### src/inc/usbc_pkg.sv
// Constants, types and helpers shared by the USB function-core controller
// Summary of operation
// - Writing state 010 plus the received address enters the addressed state.
// - Address and addressed state are written only after set-address status stage completes.
// - Writing state 100 after configuration requests enters the configured state.
// - Endpoint enable order: max packet size, then transfer mode, then endpoint-reset command.
// - Setup token sets setup flag; clear it by writing 1 after reading flags.
// - Short data is closed with the short-packet end command on endpoint 0.
// - Status packet before setup-finish is NAKed, flagged; setup-finish must then follow.
// - Status-NAK mask stays 1; set 0 only for data-stage requests before setup-received.
// - On status-NAK: clear flag, issue setup-finish, then set the mask back to 1.
// - Commands carry endpoint and code fields; 0x4 stalls, 0x5 invalidates the endpoint.
package usbc_pkg;
  // Core register map
  localparam logic [7:0] DEV_ADR_OFS = 8'h00;
  localparam logic [7:0] DEV_INT_OFS = 8'h04;
  localparam logic [7:0] DEV_CMD_OFS = 8'h08;
  localparam logic [7:0] DEV_SETUP0_OFS = 8'h14;
  localparam logic [7:0] DEV_SETUP1_OFS = 8'h18;
  localparam logic [7:0] DEV_EPMSZ_BASE = 8'h20;
  localparam logic [7:0] DEV_EPSTS_BASE = 8'h24;
  localparam logic [7:0] DEV_EP_STRIDE = 8'h08;
  // Address/state register fields
  localparam int ADR_STATE_LSB = 8;
  localparam logic [2:0] ADR_STATE_DEFAULT = 3'h1;
  localparam logic [2:0] ADR_STATE_ADDRESSED = 3'h2;
  localparam logic [2:0] ADR_STATE_CONFIGURED = 3'h4;
  // Interrupt flag register bits
  localparam int INT_SETUP_BIT = 0;
  localparam int INT_STATUS_NAK_BIT = 1;
  localparam int INT_STATUS_BIT = 2;
  localparam int EP_ZERO_EVENT_BIT = 3;
  localparam int INT_MASK_NAK_BIT = 17;
  localparam logic MASK_NAK_RESET = 1'b1;
  // Command register fields and codes
  localparam int CMD_EP_LSB = 4;
  localparam logic [3:0] CMD_SETUP_RECEIVED = 4'h1;
  localparam logic [3:0] CMD_SETUP_FIN = 4'h2;
  localparam logic [3:0] CMD_ENDPOINT_RESET_CMD = 4'h3;
  localparam logic [3:0] CMD_ENDPOINT_STALL_CMD = 4'h4;
  localparam logic [3:0] CMD_ENDPOINT_INVALID_CMD = 4'h5;
  localparam logic [3:0] CMD_USB_READY = 4'h6;
  localparam logic [3:0] CMD_EOP = 4'h7;
  // Software-facing register map
  localparam logic [7:0] SW_CTRL_OFS = 8'h00;
  localparam logic [7:0] SW_ADDR_OFS = 8'h04;
  localparam logic [7:0] SW_EPCFG_OFS = 8'h08;
  localparam logic [7:0] SW_PASS_ADDR_OFS = 8'h0C;
  localparam logic [7:0] SW_PASS_DATA_OFS = 8'h10;
  localparam logic [7:0] SW_STATUS_OFS = 8'h14;
  localparam logic [7:0] SW_SETUP0_OFS = 8'h18;
  localparam logic [7:0] SW_SETUP1_OFS = 8'h1C;
  localparam logic [7:0] SW_PASS_RES_OFS = 8'h20;
  // Order bits of the control register and the arm bit of the address register
  localparam int ORD_BUS_READY = 0;
  localparam int ORD_SETUP_FIN = 1;
  localparam int ORD_EOP = 2;
  localparam int ORD_CONFIG = 3;
  localparam int ORD_EP_ENABLE = 4;
  localparam int ORD_EP_CMD = 5;
  localparam int ORD_PASS = 6;
  localparam int ORD_PASS_WRITE = 7;
  localparam int ORD_W = 7;
  localparam int ADDR_ARM_BIT = 8;
  // Endpoint configuration fields
  localparam int EPCFG_CODE_LSB = 4;
  localparam int EPCFG_MODE_LSB = 8;
  localparam int EPCFG_MSZ_LSB = 16;

  typedef enum logic [3:0] {
    S_IDLE = 4'h0, S_RD_INT = 4'h1, S_CLR_INT = 4'h2, S_RD_SETUP = 4'h3,
    S_MASK_NAK = 4'h4, S_SETUP_RCV = 4'h5, S_NAK_FIN = 4'h6, S_NAK_UNMASK = 4'h7,
    S_EP_MSZ = 4'h8, S_EP_MODE = 4'h9, S_EP_RST = 4'hA, S_OP = 4'hB
  } ctl_state_t;

  // Command word: endpoint number above the code
  function automatic logic [31:0] cmd_word(input logic [3:0] ep, input logic [3:0] code);
    cmd_word = '0;
    cmd_word[CMD_EP_LSB +: 4] = ep;
    cmd_word[3:0] = code;
  endfunction : cmd_word

  // Address/state register word
  function automatic logic [31:0] adr_word(input logic [2:0] state, input logic [6:0] adr);
    adr_word = '0;
    adr_word[ADR_STATE_LSB +: 3] = state;
    adr_word[6:0] = adr;
  endfunction : adr_word
endpackage : usbc_pkg

### src/inc/dev_bus_if.sv
// Single-access request channel from the sequencer to the core-register master
`timescale 1ns/1ns
interface dev_bus_if;
  logic req;
  logic we;
  logic [7:0] addr;
  logic [31:0] wdata;
  logic done;
  logic [31:0] rdata;
  modport ctrl (output req, we, addr, wdata, input done, rdata);
  modport phy (input req, we, addr, wdata, output done, rdata);
endinterface : dev_bus_if

### src/pin_sync.sv
// Three-stage synchroniser for a level arriving from outside the clock domain
`timescale 1ns/1ns
module pin_sync (
  input wire logic i_clk_sys, // System clock
  input wire logic i_nrst, // Async reset, active low
  input wire logic i_pin, // Raw pin level
  output logic o_level // Filtered level
);
  typedef struct packed {
    logic s1;
    logic s2;
    logic s3;
    logic level;
  } sync_t;
  sync_t cur;
  sync_t next_cur;

  // Level follows only once stages two and three agree; stage one feeds stage two alone
  always_comb begin
    next_cur = cur;
    next_cur.s1 = i_pin;
    next_cur.s2 = cur.s1;
    next_cur.s3 = cur.s2;
    if (cur.s2 == cur.s3) begin
      next_cur.level = cur.s3;
    end
  end

  always_ff @(posedge i_clk_sys or negedge i_nrst) begin
    if (!i_nrst) begin
      cur <= '0;
    end else begin
      cur <= next_cur;
    end
  end

  assign o_level = cur.level;
endmodule : pin_sync

### src/dev_reg_master.sv
// Drives one core-register access per request onto the core's register pins
`timescale 1ns/1ns
module dev_reg_master (
  input wire logic i_clk_sys, // System clock
  input wire logic i_nrst, // Async reset, active low
  dev_bus_if.phy bus, // Request channel
  output logic [7:0] o_dev_addr, // Core register address
  output logic [31:0] o_dev_wdata, // Core write data
  output logic o_dev_wr, // Core write strobe
  output logic o_dev_rd, // Core read strobe
  input wire logic [31:0] i_dev_rdata // Core read data, cycle after strobe
);
  typedef struct packed {
    logic [7:0] addr;
    logic [31:0] wdata;
    logic wr;
    logic rd;
    logic done;
  } mst_t;
  mst_t cur;
  mst_t next_cur;

  // Strobes are one cycle; done marks the cycle the core read data is valid
  always_comb begin
    next_cur = cur;
    next_cur.wr = bus.req && bus.we;
    next_cur.rd = bus.req && !bus.we;
    next_cur.done = cur.wr || cur.rd;
    if (bus.req) begin
      next_cur.addr = bus.addr;
      next_cur.wdata = bus.we ? bus.wdata : '0;
    end
  end

  always_ff @(posedge i_clk_sys or negedge i_nrst) begin
    if (!i_nrst) begin
      cur <= '0;
    end else begin
      cur <= next_cur;
    end
  end

  assign o_dev_addr = cur.addr;
  assign o_dev_wdata = cur.wdata;
  assign o_dev_wr = cur.wr;
  assign o_dev_rd = cur.rd;
  assign bus.done = cur.done;
  assign bus.rdata = i_dev_rdata;
endmodule : dev_reg_master

### src/usb_core_ctl.sv
// Controller that enumerates and services endpoint 0 of the USB function core
//
// Decided for this implementation: the register addresses and strobed register access.
`timescale 1ns/1ns
module usb_core_ctl
  import usbc_pkg::*;
(
  input wire logic i_clk_sys, // System clock, 20 MHz
  input wire logic i_nrst, // Async reset, active low
  input wire logic [7:0] i_addr, // Software register address
  input wire logic [31:0] i_wdata, // Software write data
  input wire logic i_wr, // Software write strobe
  input wire logic i_rd, // Software read strobe
  output logic [31:0] o_rdata, // Read data, cycle after strobe
  output logic [7:0] o_dev_addr, // Core register address
  output logic [31:0] o_dev_wdata, // Core write data
  output logic o_dev_wr, // Core write strobe
  output logic o_dev_rd, // Core read strobe
  input wire logic [31:0] i_dev_rdata, // Core read data
  input wire logic i_dev_irq // Core combined interrupt pin
);
  typedef struct packed {
    ctl_state_t st;
    logic issued;
    logic req;
    logic we;
    logic [7:0] daddr;
    logic [31:0] dwdata;
    logic [7:0] op_addr;
    logic op_we;
    logic [31:0] op_data;
    logic [3:0] flags;
    logic pend_nak;
    logic pend_stat;
    logic [ORD_W-1:0] orders;
    logic pass_we;
    logic [6:0] addr_pend;
    logic addr_arm;
    logic [6:0] cur_addr;
    logic [31:0] ep_cfg;
    logic [7:0] pass_addr;
    logic [31:0] pass_data;
    logic [31:0] pass_res;
    logic [31:0] setup0;
    logic [31:0] setup1;
    logic setup_idx;
    logic has_data;
    logic mask_nak;
    logic [1:0] dev_state;
    logic [31:0] rdata;
  } ctl_t;

  ctl_t cur;
  ctl_t next_cur;
  logic irq_level;
  logic [ORD_W-1:0] set_ord;
  logic [ORD_W-1:0] clr_ord;
  logic set_arm;
  logic clr_arm;
  logic step;
  logic [7:0] oa;
  logic ow;
  logic [31:0] od;
  logic [3:0] ep_sel;

  dev_bus_if dbus ();

  pin_sync u_irq_sync (
    .i_clk_sys(i_clk_sys),
    .i_nrst(i_nrst),
    .i_pin(i_dev_irq),
    .o_level(irq_level)
  );

  dev_reg_master u_master (
    .i_clk_sys(i_clk_sys),
    .i_nrst(i_nrst),
    .bus(dbus.phy),
    .o_dev_addr(o_dev_addr),
    .o_dev_wdata(o_dev_wdata),
    .o_dev_wr(o_dev_wr),
    .o_dev_rd(o_dev_rd),
    .i_dev_rdata(i_dev_rdata)
  );

  assign ep_sel = cur.ep_cfg[3:0];

  // Core access that the current state performs
  always_comb begin
    oa = DEV_INT_OFS;
    ow = 1'b0;
    od = '0;
    unique case (cur.st)
      S_IDLE, S_RD_INT: begin
        oa = DEV_INT_OFS;
      end
      S_CLR_INT: begin
        ow = 1'b1; // Write ones where flags were seen; bit 17 carries the held mask
        od = {14'h0000, cur.mask_nak, 13'h0000, cur.flags};
      end
      S_RD_SETUP: begin
        oa = cur.setup_idx ? DEV_SETUP1_OFS : DEV_SETUP0_OFS;
      end
      S_MASK_NAK: begin
        ow = 1'b1; // Unmask status-NAK for a data-stage request
        od = '0;
      end
      S_SETUP_RCV: begin
        oa = DEV_CMD_OFS;
        ow = 1'b1;
        od = cmd_word(4'h0, CMD_SETUP_RECEIVED);
      end
      S_NAK_FIN: begin
        oa = DEV_CMD_OFS;
        ow = 1'b1; // Status packet was NAKed, so finish now
        od = cmd_word(4'h0, CMD_SETUP_FIN);
      end
      S_NAK_UNMASK: begin
        ow = 1'b1; // Re-arm the mask for the next transfer
        od = '0;
        od[INT_MASK_NAK_BIT] = MASK_NAK_RESET;
      end
      S_EP_MSZ: begin
        oa = 8'(DEV_EPMSZ_BASE + DEV_EP_STRIDE * {4'h0, ep_sel});
        ow = 1'b1; // Max packet size goes first
        od = {21'h000000, cur.ep_cfg[EPCFG_MSZ_LSB +: 11]};
      end
      S_EP_MODE: begin
        oa = 8'(DEV_EPSTS_BASE + DEV_EP_STRIDE * {4'h0, ep_sel});
        ow = 1'b1; // Transfer mode second
        od = {24'h000000, cur.ep_cfg[EPCFG_MODE_LSB +: 8]};
      end
      S_EP_RST: begin
        oa = DEV_CMD_OFS;
        ow = 1'b1; // Endpoint reset last
        od = cmd_word(ep_sel, CMD_ENDPOINT_RESET_CMD);
      end
      S_OP: begin
        oa = cur.op_addr;
        ow = cur.op_we;
        od = cur.op_data;
      end
      default: begin
        oa = DEV_INT_OFS;
      end
    endcase
  end

  // Sequencer, software port and order bookkeeping
  always_comb begin
    next_cur = cur;
    next_cur.req = 1'b0;
    next_cur.rdata = '0;
    set_ord = '0;
    clr_ord = '0;
    set_arm = 1'b0;
    clr_arm = 1'b0;
    step = 1'b0;
    // Software writes; orders are sticky until served
    if (i_wr) begin
      unique case (i_addr)
        SW_CTRL_OFS: begin
          set_ord = i_wdata[ORD_W-1:0];
          if (i_wdata[ORD_PASS]) begin
            next_cur.pass_we = i_wdata[ORD_PASS_WRITE];
          end
        end
        SW_ADDR_OFS: begin
          next_cur.addr_pend = i_wdata[6:0];
          set_arm = i_wdata[ADDR_ARM_BIT];
        end
        SW_EPCFG_OFS: next_cur.ep_cfg = i_wdata;
        SW_PASS_ADDR_OFS: next_cur.pass_addr = i_wdata[7:0];
        SW_PASS_DATA_OFS: next_cur.pass_data = i_wdata;
        default: ;
      endcase
    end
    // Software reads; unmapped addresses read zero
    if (i_rd) begin
      unique case (i_addr)
        SW_CTRL_OFS: next_cur.rdata = {24'h000000, cur.pass_we, cur.orders};
        SW_ADDR_OFS: next_cur.rdata = {23'h000000, cur.addr_arm, 1'b0, cur.addr_pend};
        SW_EPCFG_OFS: next_cur.rdata = cur.ep_cfg;
        SW_PASS_ADDR_OFS: next_cur.rdata = {24'h000000, cur.pass_addr};
        SW_PASS_DATA_OFS: next_cur.rdata = cur.pass_data;
        SW_STATUS_OFS: next_cur.rdata = {11'h000, cur.mask_nak, cur.flags, cur.has_data, cur.addr_arm,
                                         cur.dev_state, cur.cur_addr, cur.st != S_IDLE, cur.st};
        SW_SETUP0_OFS: next_cur.rdata = cur.setup0;
        SW_SETUP1_OFS: next_cur.rdata = cur.setup1;
        SW_PASS_RES_OFS: next_cur.rdata = cur.pass_res;
        default: next_cur.rdata = '0;
      endcase
    end
    // One core access in flight; done ends the state
    if (cur.st != S_IDLE) begin
      if (!cur.issued) begin
        next_cur.req = 1'b1;
        next_cur.issued = 1'b1;
        next_cur.daddr = oa;
        next_cur.we = ow;
        next_cur.dwdata = od;
      end else if (dbus.done) begin
        next_cur.issued = 1'b0;
        step = 1'b1;
      end
    end
    unique case (cur.st)
      S_IDLE: begin
        if (cur.pend_nak) begin
          next_cur.pend_nak = 1'b0;
          next_cur.st = S_NAK_FIN;
        end else if (cur.pend_stat && cur.addr_arm) begin
          // Address only after the set-address status stage has ended
          next_cur.pend_stat = 1'b0;
          clr_arm = 1'b1;
          next_cur.cur_addr = cur.addr_pend;
          next_cur.op_addr = DEV_ADR_OFS;
          next_cur.op_we = 1'b1;
          next_cur.op_data = adr_word(ADR_STATE_ADDRESSED, cur.addr_pend);
          next_cur.dev_state = 2'h2;
          next_cur.st = S_OP;
        end else if (irq_level) begin
          next_cur.st = S_RD_INT;
        end else if (cur.orders != '0) begin
          next_cur.pend_stat = 1'b0; // A stale completion has nothing to release
          next_cur.op_addr = DEV_CMD_OFS;
          next_cur.op_we = 1'b1;
          next_cur.st = S_OP;
          if (cur.orders[ORD_BUS_READY]) begin
            clr_ord[ORD_BUS_READY] = 1'b1;
            next_cur.op_data = cmd_word(4'h0, CMD_USB_READY);
            next_cur.dev_state = 2'h1;
          end else if (cur.orders[ORD_SETUP_FIN]) begin
            clr_ord[ORD_SETUP_FIN] = 1'b1;
            next_cur.op_data = cmd_word(4'h0, CMD_SETUP_FIN);
          end else if (cur.orders[ORD_EOP]) begin
            clr_ord[ORD_EOP] = 1'b1;
            next_cur.op_data = cmd_word(4'h0, CMD_EOP); // Short packet is always on endpoint 0
          end else if (cur.orders[ORD_CONFIG]) begin
            clr_ord[ORD_CONFIG] = 1'b1;
            next_cur.op_addr = DEV_ADR_OFS;
            next_cur.op_data = adr_word(ADR_STATE_CONFIGURED, cur.cur_addr);
            next_cur.dev_state = 2'h3;
          end else if (cur.orders[ORD_EP_ENABLE]) begin
            clr_ord[ORD_EP_ENABLE] = 1'b1;
            next_cur.st = S_EP_MSZ;
          end else if (cur.orders[ORD_EP_CMD]) begin
            clr_ord[ORD_EP_CMD] = 1'b1;
            next_cur.op_data = cmd_word(ep_sel, cur.ep_cfg[EPCFG_CODE_LSB +: 4]);
          end else begin
            clr_ord[ORD_PASS] = 1'b1;
            next_cur.op_addr = cur.pass_addr;
            next_cur.op_we = cur.pass_we;
            next_cur.op_data = cur.pass_data;
          end
        end
      end
      S_RD_INT: begin
        if (step) begin
          // The synchronised irq lags a clear, so a reread can see no flags; writing back zero would drop the mask
          next_cur.flags = (dbus.rdata[3:0] != 4'h0) ? dbus.rdata[3:0] : cur.flags;
          next_cur.pend_stat = cur.pend_stat | dbus.rdata[INT_STATUS_BIT];
          next_cur.st = (dbus.rdata[3:0] != 4'h0) ? S_CLR_INT : S_IDLE;
        end
      end
      S_CLR_INT: begin
        if (step) begin
          // A setup token outranks a pending status NAK, which waits in IDLE
          if (cur.flags[INT_STATUS_NAK_BIT] && !cur.mask_nak) begin
            next_cur.pend_nak = cur.flags[INT_SETUP_BIT];
          end
          if (cur.flags[INT_SETUP_BIT]) begin
            next_cur.setup_idx = 1'b0;
            next_cur.st = S_RD_SETUP;
          end else if (cur.flags[INT_STATUS_NAK_BIT] && !cur.mask_nak) begin
            next_cur.st = S_NAK_FIN;
          end else begin
            next_cur.st = S_IDLE;
          end
        end
      end
      S_RD_SETUP: begin
        if (step) begin
          if (!cur.setup_idx) begin
            next_cur.setup0 = dbus.rdata;
            next_cur.setup_idx = 1'b1;
          end else begin
            next_cur.setup1 = dbus.rdata;
            next_cur.has_data = dbus.rdata[31:16] != 16'h0000;
            next_cur.st = (dbus.rdata[31:16] != 16'h0000) ? S_MASK_NAK : S_SETUP_RCV;
          end
        end
      end
      S_MASK_NAK: begin
        if (step) begin
          next_cur.mask_nak = 1'b0;
          next_cur.st = S_SETUP_RCV;
        end
      end
      S_NAK_FIN: begin
        if (step) begin
          next_cur.st = S_NAK_UNMASK;
        end
      end
      S_NAK_UNMASK: begin
        if (step) begin
          next_cur.mask_nak = MASK_NAK_RESET;
          next_cur.st = S_IDLE;
        end
      end
      S_EP_MSZ: if (step) next_cur.st = S_EP_MODE;
      S_EP_MODE: if (step) next_cur.st = S_EP_RST;
      S_OP: begin
        if (step) begin
          if (!cur.op_we) begin
            next_cur.pass_res = dbus.rdata;
          end
          next_cur.st = S_IDLE;
        end
      end
      S_SETUP_RCV, S_EP_RST: if (step) next_cur.st = S_IDLE;
      default: next_cur.st = S_IDLE;
    endcase
    // Software setting an order or arm wins over the clear in the same cycle
    next_cur.orders = (cur.orders & ~clr_ord) | set_ord;
    next_cur.addr_arm = (cur.addr_arm & ~clr_arm) | set_arm;
  end

  // State register; mask shadow starts at its documented default
  always_ff @(posedge i_clk_sys or negedge i_nrst) begin
    if (!i_nrst) begin
      cur <= '0;
      cur.mask_nak <= MASK_NAK_RESET;
    end else begin
      cur <= next_cur;
    end
  end

  assign dbus.req = cur.req;
  assign dbus.we = cur.we;
  assign dbus.addr = cur.daddr;
  assign dbus.wdata = cur.dwdata;
  assign o_rdata = cur.rdata;
endmodule : usb_core_ctl

### config.mk
export PLATFORM = sky130hd
export DESIGN_NAME = usb_core_ctl
export DESIGN_NICKNAME = d
export VERILOG_FILES = /design/src/inc/usbc_pkg.sv /design/src/inc/dev_bus_if.sv /design/src/pin_sync.sv /design/src/dev_reg_master.sv /design/src/usb_core_ctl.sv
export SDC_FILE = /design/constraint.sdc
export NUM_CORES = 1
export LEC_CHECK = 0
export BUFFER_PORTS_ARGS = -buffer_cell sky130_fd_sc_hd__buf_4
export CAP_MARGIN = 5
export CORE_ASPECT_RATIO = 0.9
export CORE_UTILIZATION = 51
export DETAILED_ROUTE_END_ITERATION = 7
export MAX_ROUTING_LAYER = met4
export PLACE_DENSITY = 0.73
export RECOVER_POWER = 100
export SKIP_CTS_REPAIR_TIMING = 1
export SYNTH_ARGS = -nofsm -noshare
export SYNTH_HDL_FRONTEND = slang
export SYNTH_SLANG_ARGS = --single-unit
export TNS_END_PERCENT = 20
### constraint.sdc
create_clock -name i_clk_sys -period 4 [get_ports i_clk_sys]
set_input_delay 1 -clock i_clk_sys [delete_from_list [all_inputs] [get_ports i_clk_sys]]
set_output_delay 1 -clock i_clk_sys [all_outputs]
set_load 0.02 [all_outputs]
After elaboration in Yosys (flattened, before gate mapping)
Cells that the tools add are included.

word-level totals
  logic and storage cells = 231
  input port bits = 77
  output and inout port bits = 74
  bits in registers = 369

cells by class
  reductions and logical operators = 41
  muxes and demuxes = 100
  equality and inequality tests = 40
  bitwise gates (word level) = 11
  $add $sub $neg = 2

operators with widths
  operator                                                                number
  32-bit one-hot mux with 9 select lines                                  1
  32-bit one-hot mux with 8 select lines                                  1
  32-bit 2-to-1 mux                                                       7
  41-bit 2-to-1 mux                                                       4
  42-bit 2-to-1 mux                                                       2
  4-bit 2-to-1 mux                                                        16
  7-bit 2-to-1 mux                                                        7
  8-bit one-hot mux with 5 select lines                                   1
  9-bit 2-to-1 mux                                                        4
  4-bit one-hot mux with 9 select lines                                   1
  8-bit by 5-bit equality test with 1-bit output (second input constant)  4
  1-bit 2-to-1 mux                                                        31
  2-bit 2-to-1 mux                                                        15
  2-bit != test (second input constant)                                   13
  3-bit AND reduction                                                     8
  6-bit by 7-bit adder with 8-bit output (first input constant)           2
  4-bit by 3-bit equality test with 1-bit output (second input constant)  4
  4-bit equality test (second input constant)                             4
  8-bit by 4-bit equality test with 1-bit output (second input constant)  2
  16-bit nonzero test                                                     1
  1-bit one-hot mux with 2 select lines                                   5
  10-bit AND reduction                                                    1
  2-bit AND reduction                                                     5
  5-bit AND reduction                                                     2
  34 further kinds                                                        53

Depth between registers and ports, before layout
  word-level depth = 14
  gate-level depth with buffers = 8
  depth with buffers taken out = 5

Cells and area by module
Synthesis repeated with hierarchy kept, for this count alone.

second synthesis, totals
  cells, all modules = 1543
  area total of the unflattened synthesis = 16970.0 µm²

modules (own cells, without submodules)
  module          cells an instance  instances  area an instance (µm²)  sequential area each (µm²)
  usb_core_ctl    1348               1          14889.3                 8059.0
  dev_reg_master  190                1          1969.4                  1076.0
  pin_sync        5                  1          111.4                   100.1

Worst setup path before layout
No wires, ideal clock.

  path kind = input-to-reg
  from = in i_addr[2]
  to = reg cur[133] in the netlist's numbering
  arrival = 2.523 ns
  setup slack = 1.352 ns
  setup time = 0.125 ns
  stages on the path = 5
  required time = 3.875 ns
  path buffers = 2
  cell sequence = clkbuf_1 > nor4_2 > nand3_1 > clkbuf_1 > mux2_2

between the ends
  cells in the longest elaborated chain, start to end = 2

RTL lines
  item                                            RTL line             source
  start: declaration                              usb_core_ctl.sv:10   input wire logic [7:0] i_addr,
  8-bit by 5-bit equality test with 1-bit output  usb_core_ctl.sv:161  unique case (i_addr)
  2-bit AND reduction (no source line)            --
  end signal: assignment                          usb_core_ctl.sv:335  cur <= next_cur;
  end: declaration                                usb_core_ctl.sv:53   ctl_t cur;

No other way between the ends.
A chain may end at the register's enable or synchronous reset.

Final worst setup path
  from = reg cur[321] in the netlist's numbering
  to = reg cur[131] in the netlist's numbering

between the ends
  cells in the longest elaborated chain, start to end = 3
  elaborated cells on any way between the ends = 4
  classes of those cells = 1 x eq/ne; 1 x mux; 2 x reduce/logical

RTL lines
  item                                      RTL line             source
  4-bit nonzero test                        usb_core_ctl.sv:195  if (cur.st != S_IDLE) begin
  1-bit 2-to-1 mux                          usb_core_ctl.sv:195
  3-bit AND reduction (no source line) (*)  --

Every way passes the cells marked *; elsewhere a longest branch is shown, timed or not.

==> results.toml <==
[hold_path]
whs_path_depth = 0
hold_path_startpoint = "u_irq_sync.cur[3]"
hp-class = "flip-flop to flip-flop"
holdPathEnd = "u_irq_sync.cur[2]"

[grt]
grt_pass1_vias = 12150
grt_pass1_wl_um = 72360
antenna_found_initial = 0
grt_max_degree = 92
track_usage = 0.2845
gr-total-overflow = 0

[synth]
syn_avg_cell_area_um2 = 11.43
yosys-top-cells-count = "dfrtp_1, mux2_2, nand2_1, o21ai_0, clkbuf_1"
synth_top_area_frac = 0.5428
synth.distinct_cells = 69
synth_nets = 1562
ys_async_sr_fraction = 1.000
synth-main-ff-cell = "dfrtp_1"
yosysWarnings = 0
yosysSeqAreaShare = 0.5443
synth_area_leaders = "dfrtp_1, mux2_2, nand2_1, mux2i_1, o21ai_0"
yosys.area.top_type = "dfrtp_1"
synth_edf_count = 0
synth_area_um2 = 16970
syn_inst = 1484
ys_seq_elements = 369
synth.most_common_cell = "dfrtp_1"

[clocking]
insertion_delay_ns = 0.53
cts-root-buf = "clkbuf_16"
h-tree-depth = 2
cts_buffer_depth = 3
cts_tree = "yes"
clock_sinks = 369
clk_pin_slew_ns = 0.06
numCtsBuffers = 38

[route]
ant_nets = 0
routed_via_density = 6.118
totalWireLength_um = 46160
drt_first_pass_iters = 5
routedWlPerCell_um = 22.97
dr_total_vias = 12300
drtIter0Drc = 1221
drt_drc_violations_left = 0

[power_and_ir_drop]
total_power_mw = 10.24
ir_drop_uv = 294.2
p_leak_nw = 8.814
power_density_nw_per_um2 = 535.3

[sta]
rsz0062_at_grt = "false"
setup_viol = 0
worst_pin_slew_ns = 2.187
period_minus_slack_ns = 3.454
slew_violations = 219
max_slew_margin = -0.4581
tns_ns = 0
fmax_mhz = 289.6
holdWs_ns = 0.3561
min_period_over_period = 0.8634
clock_skew_ns = 0.01373
hold_viol = 0

[status]
violations = "capacitance limit, slew limit"
status = "finished with violations"

[floorplanning]
die_y_um = 175.0
start_util = 0.5245
rows = 62
io_pins = 151
design.core.area_um2 = 32350
die_w_um = 194.3
die_area_um2 = 34000

[setup_path]
r2r_start = "cur[321]"
end_kind = "flip-flop"
worst-setup-path-type = "flip-flop to flip-flop"
crit_fanout = 21
crit_path_start_kind = "flip-flop"
critical_path_required_ns = 4.40
rr_endpoint = "cur[131]"
reg2regPathDepth = 6
r2r_setup_slack_ns = 0.55
critical_path_arrival_ns = 3.86

[place]
portBuffers = 150
globalplace.congestion = 0.9786
dpl.hpwl_um = 32620

[final_layout]
nets = 1647
area_growth_pct = 12.79
n_antenna_cell = 0
layout-drive-gt1-share = 0.2459
postLayoutCoreUtil = 0.5916

[flow_run]
cap_violations = 5
[critical path: stages, from the launching register on]
cell and delay [ns]:
dfrtp_1 0.54, clkbuf_1 0.71, nand2b_1 0.19, nor2_1 0.23, and3b_1 0.81, buf_4 0.44, mux2_2 0.38
[placed cells by master, fill, tap and decap left out, types with 4 or more instances in the layout]
cell         n
dfrtp_1    368
mux2_2     213
nand2_1    129
clkbuf_1    93
buf_4       90
o21ai_0     76
nand3_1     67
inv_1       67
a21oi_1     45
mux2i_1     44
a22o_1      40
a22oi_1     40
clkbuf_16   39
nor2_1      32
nand3b_1    29
a31oi_1     20
o22ai_1     14
nor2b_1     12
nor3_1      11
mux2_1      11
nand4_1     10
and2_1       9
nor4_1       8
clkbuf_8     7
or2_2        6
a32o_1       6
a21bo_2      6
clkbuf_2     6
a21o_1       5
nand2b_1     5
mux4_2       5
nor4b_1      4
[layout make-up]
cell class	count	area, um^2
fillers	2761	13210
flip-flops and latches	369	9235
multi-input cells	909	6814
clock buffers	55	1106
repair buffers	183	1069
well taps	416	520.5
inverters	68	255.2
clock inverters	10	137.6
[worst max-delay path by stage]
stage | start | endpoint | slack, ns
3_3_place_gp | i_addr[2] | cur[169] | 0.94
2_1_floorplan | i_addr[2] | cur[133] | 1.35
4_1_cts | cur[318] | cur[239] | 1.00
6_report | cur[321] | cur[131] | 0.55
3_5_place_dp | i_addr[3] | cur[220] | 0.84
5_1_grt | cur[321] | cur[122] | 0.43
[stage by stage]
stage | setup slack (ns) | cells | instance area (um^2)
after global routing | 0.4252 | 2010 | 19140
after floorplan | 1.352 | 1484 | 16970
after CTS | 1.003 | 2010 | 19530
after global placement | 0.9421 | 1945 | 18280
final | 0.5465 | 2010 | 19140
after detailed placement | 0.8353 | 1945 | 18280
[layer usage]
metal,track usage,share of wire
met4,0.09888,0.035
met1,0.3994,0.45
met2,0.4191,0.45
met5,-,0
met3,0.04787,0.068
[registers in the layout (all words and copies together) (netlist names), 3 cells and up]
register and flops:
cur 248, u_master.o_dev_addr 8, o_rdata 32, u_master.o_dev_wdata 32, dbus.addr 8, dbus.wdata 32
u_irq_sync.cur 3
[report_power, final]
| part | total [mW] | internal (mW) | switching (mW) | leakage [nW] |
|---|---|---|---|---|
| Sequential | 4.76 | 4.24 | 0.524 | 4.98 |
| Combinational | 1.92 | 0.807 | 1.12 | 3.23 |
| Clock | 3.55 | 2.11 | 1.44 | 0.605 |
[cells by family (layout without fill, tap and decap cells)]
| group | after synthesis | in the layout | share of synthesized area |
|---|---|---|---|
| DFF | 369 | 369 | 0.5443 |
| and+or+nand+nor | 344 | 344 | 0.1037 |
| AOI/OAI and AO/OA | 289 | 289 | 0.1146 |
| muxes | 273 | 273 | 0.1813 |
| buffers and inverters | 206 | 316 | 0.05428 |
| adders and majority gates | 2 | 2 | 0.001327 |
| xor gates and xnor gates | 1 | 1 | 0.0005163 |
Power figures use the tool's default switching activity.
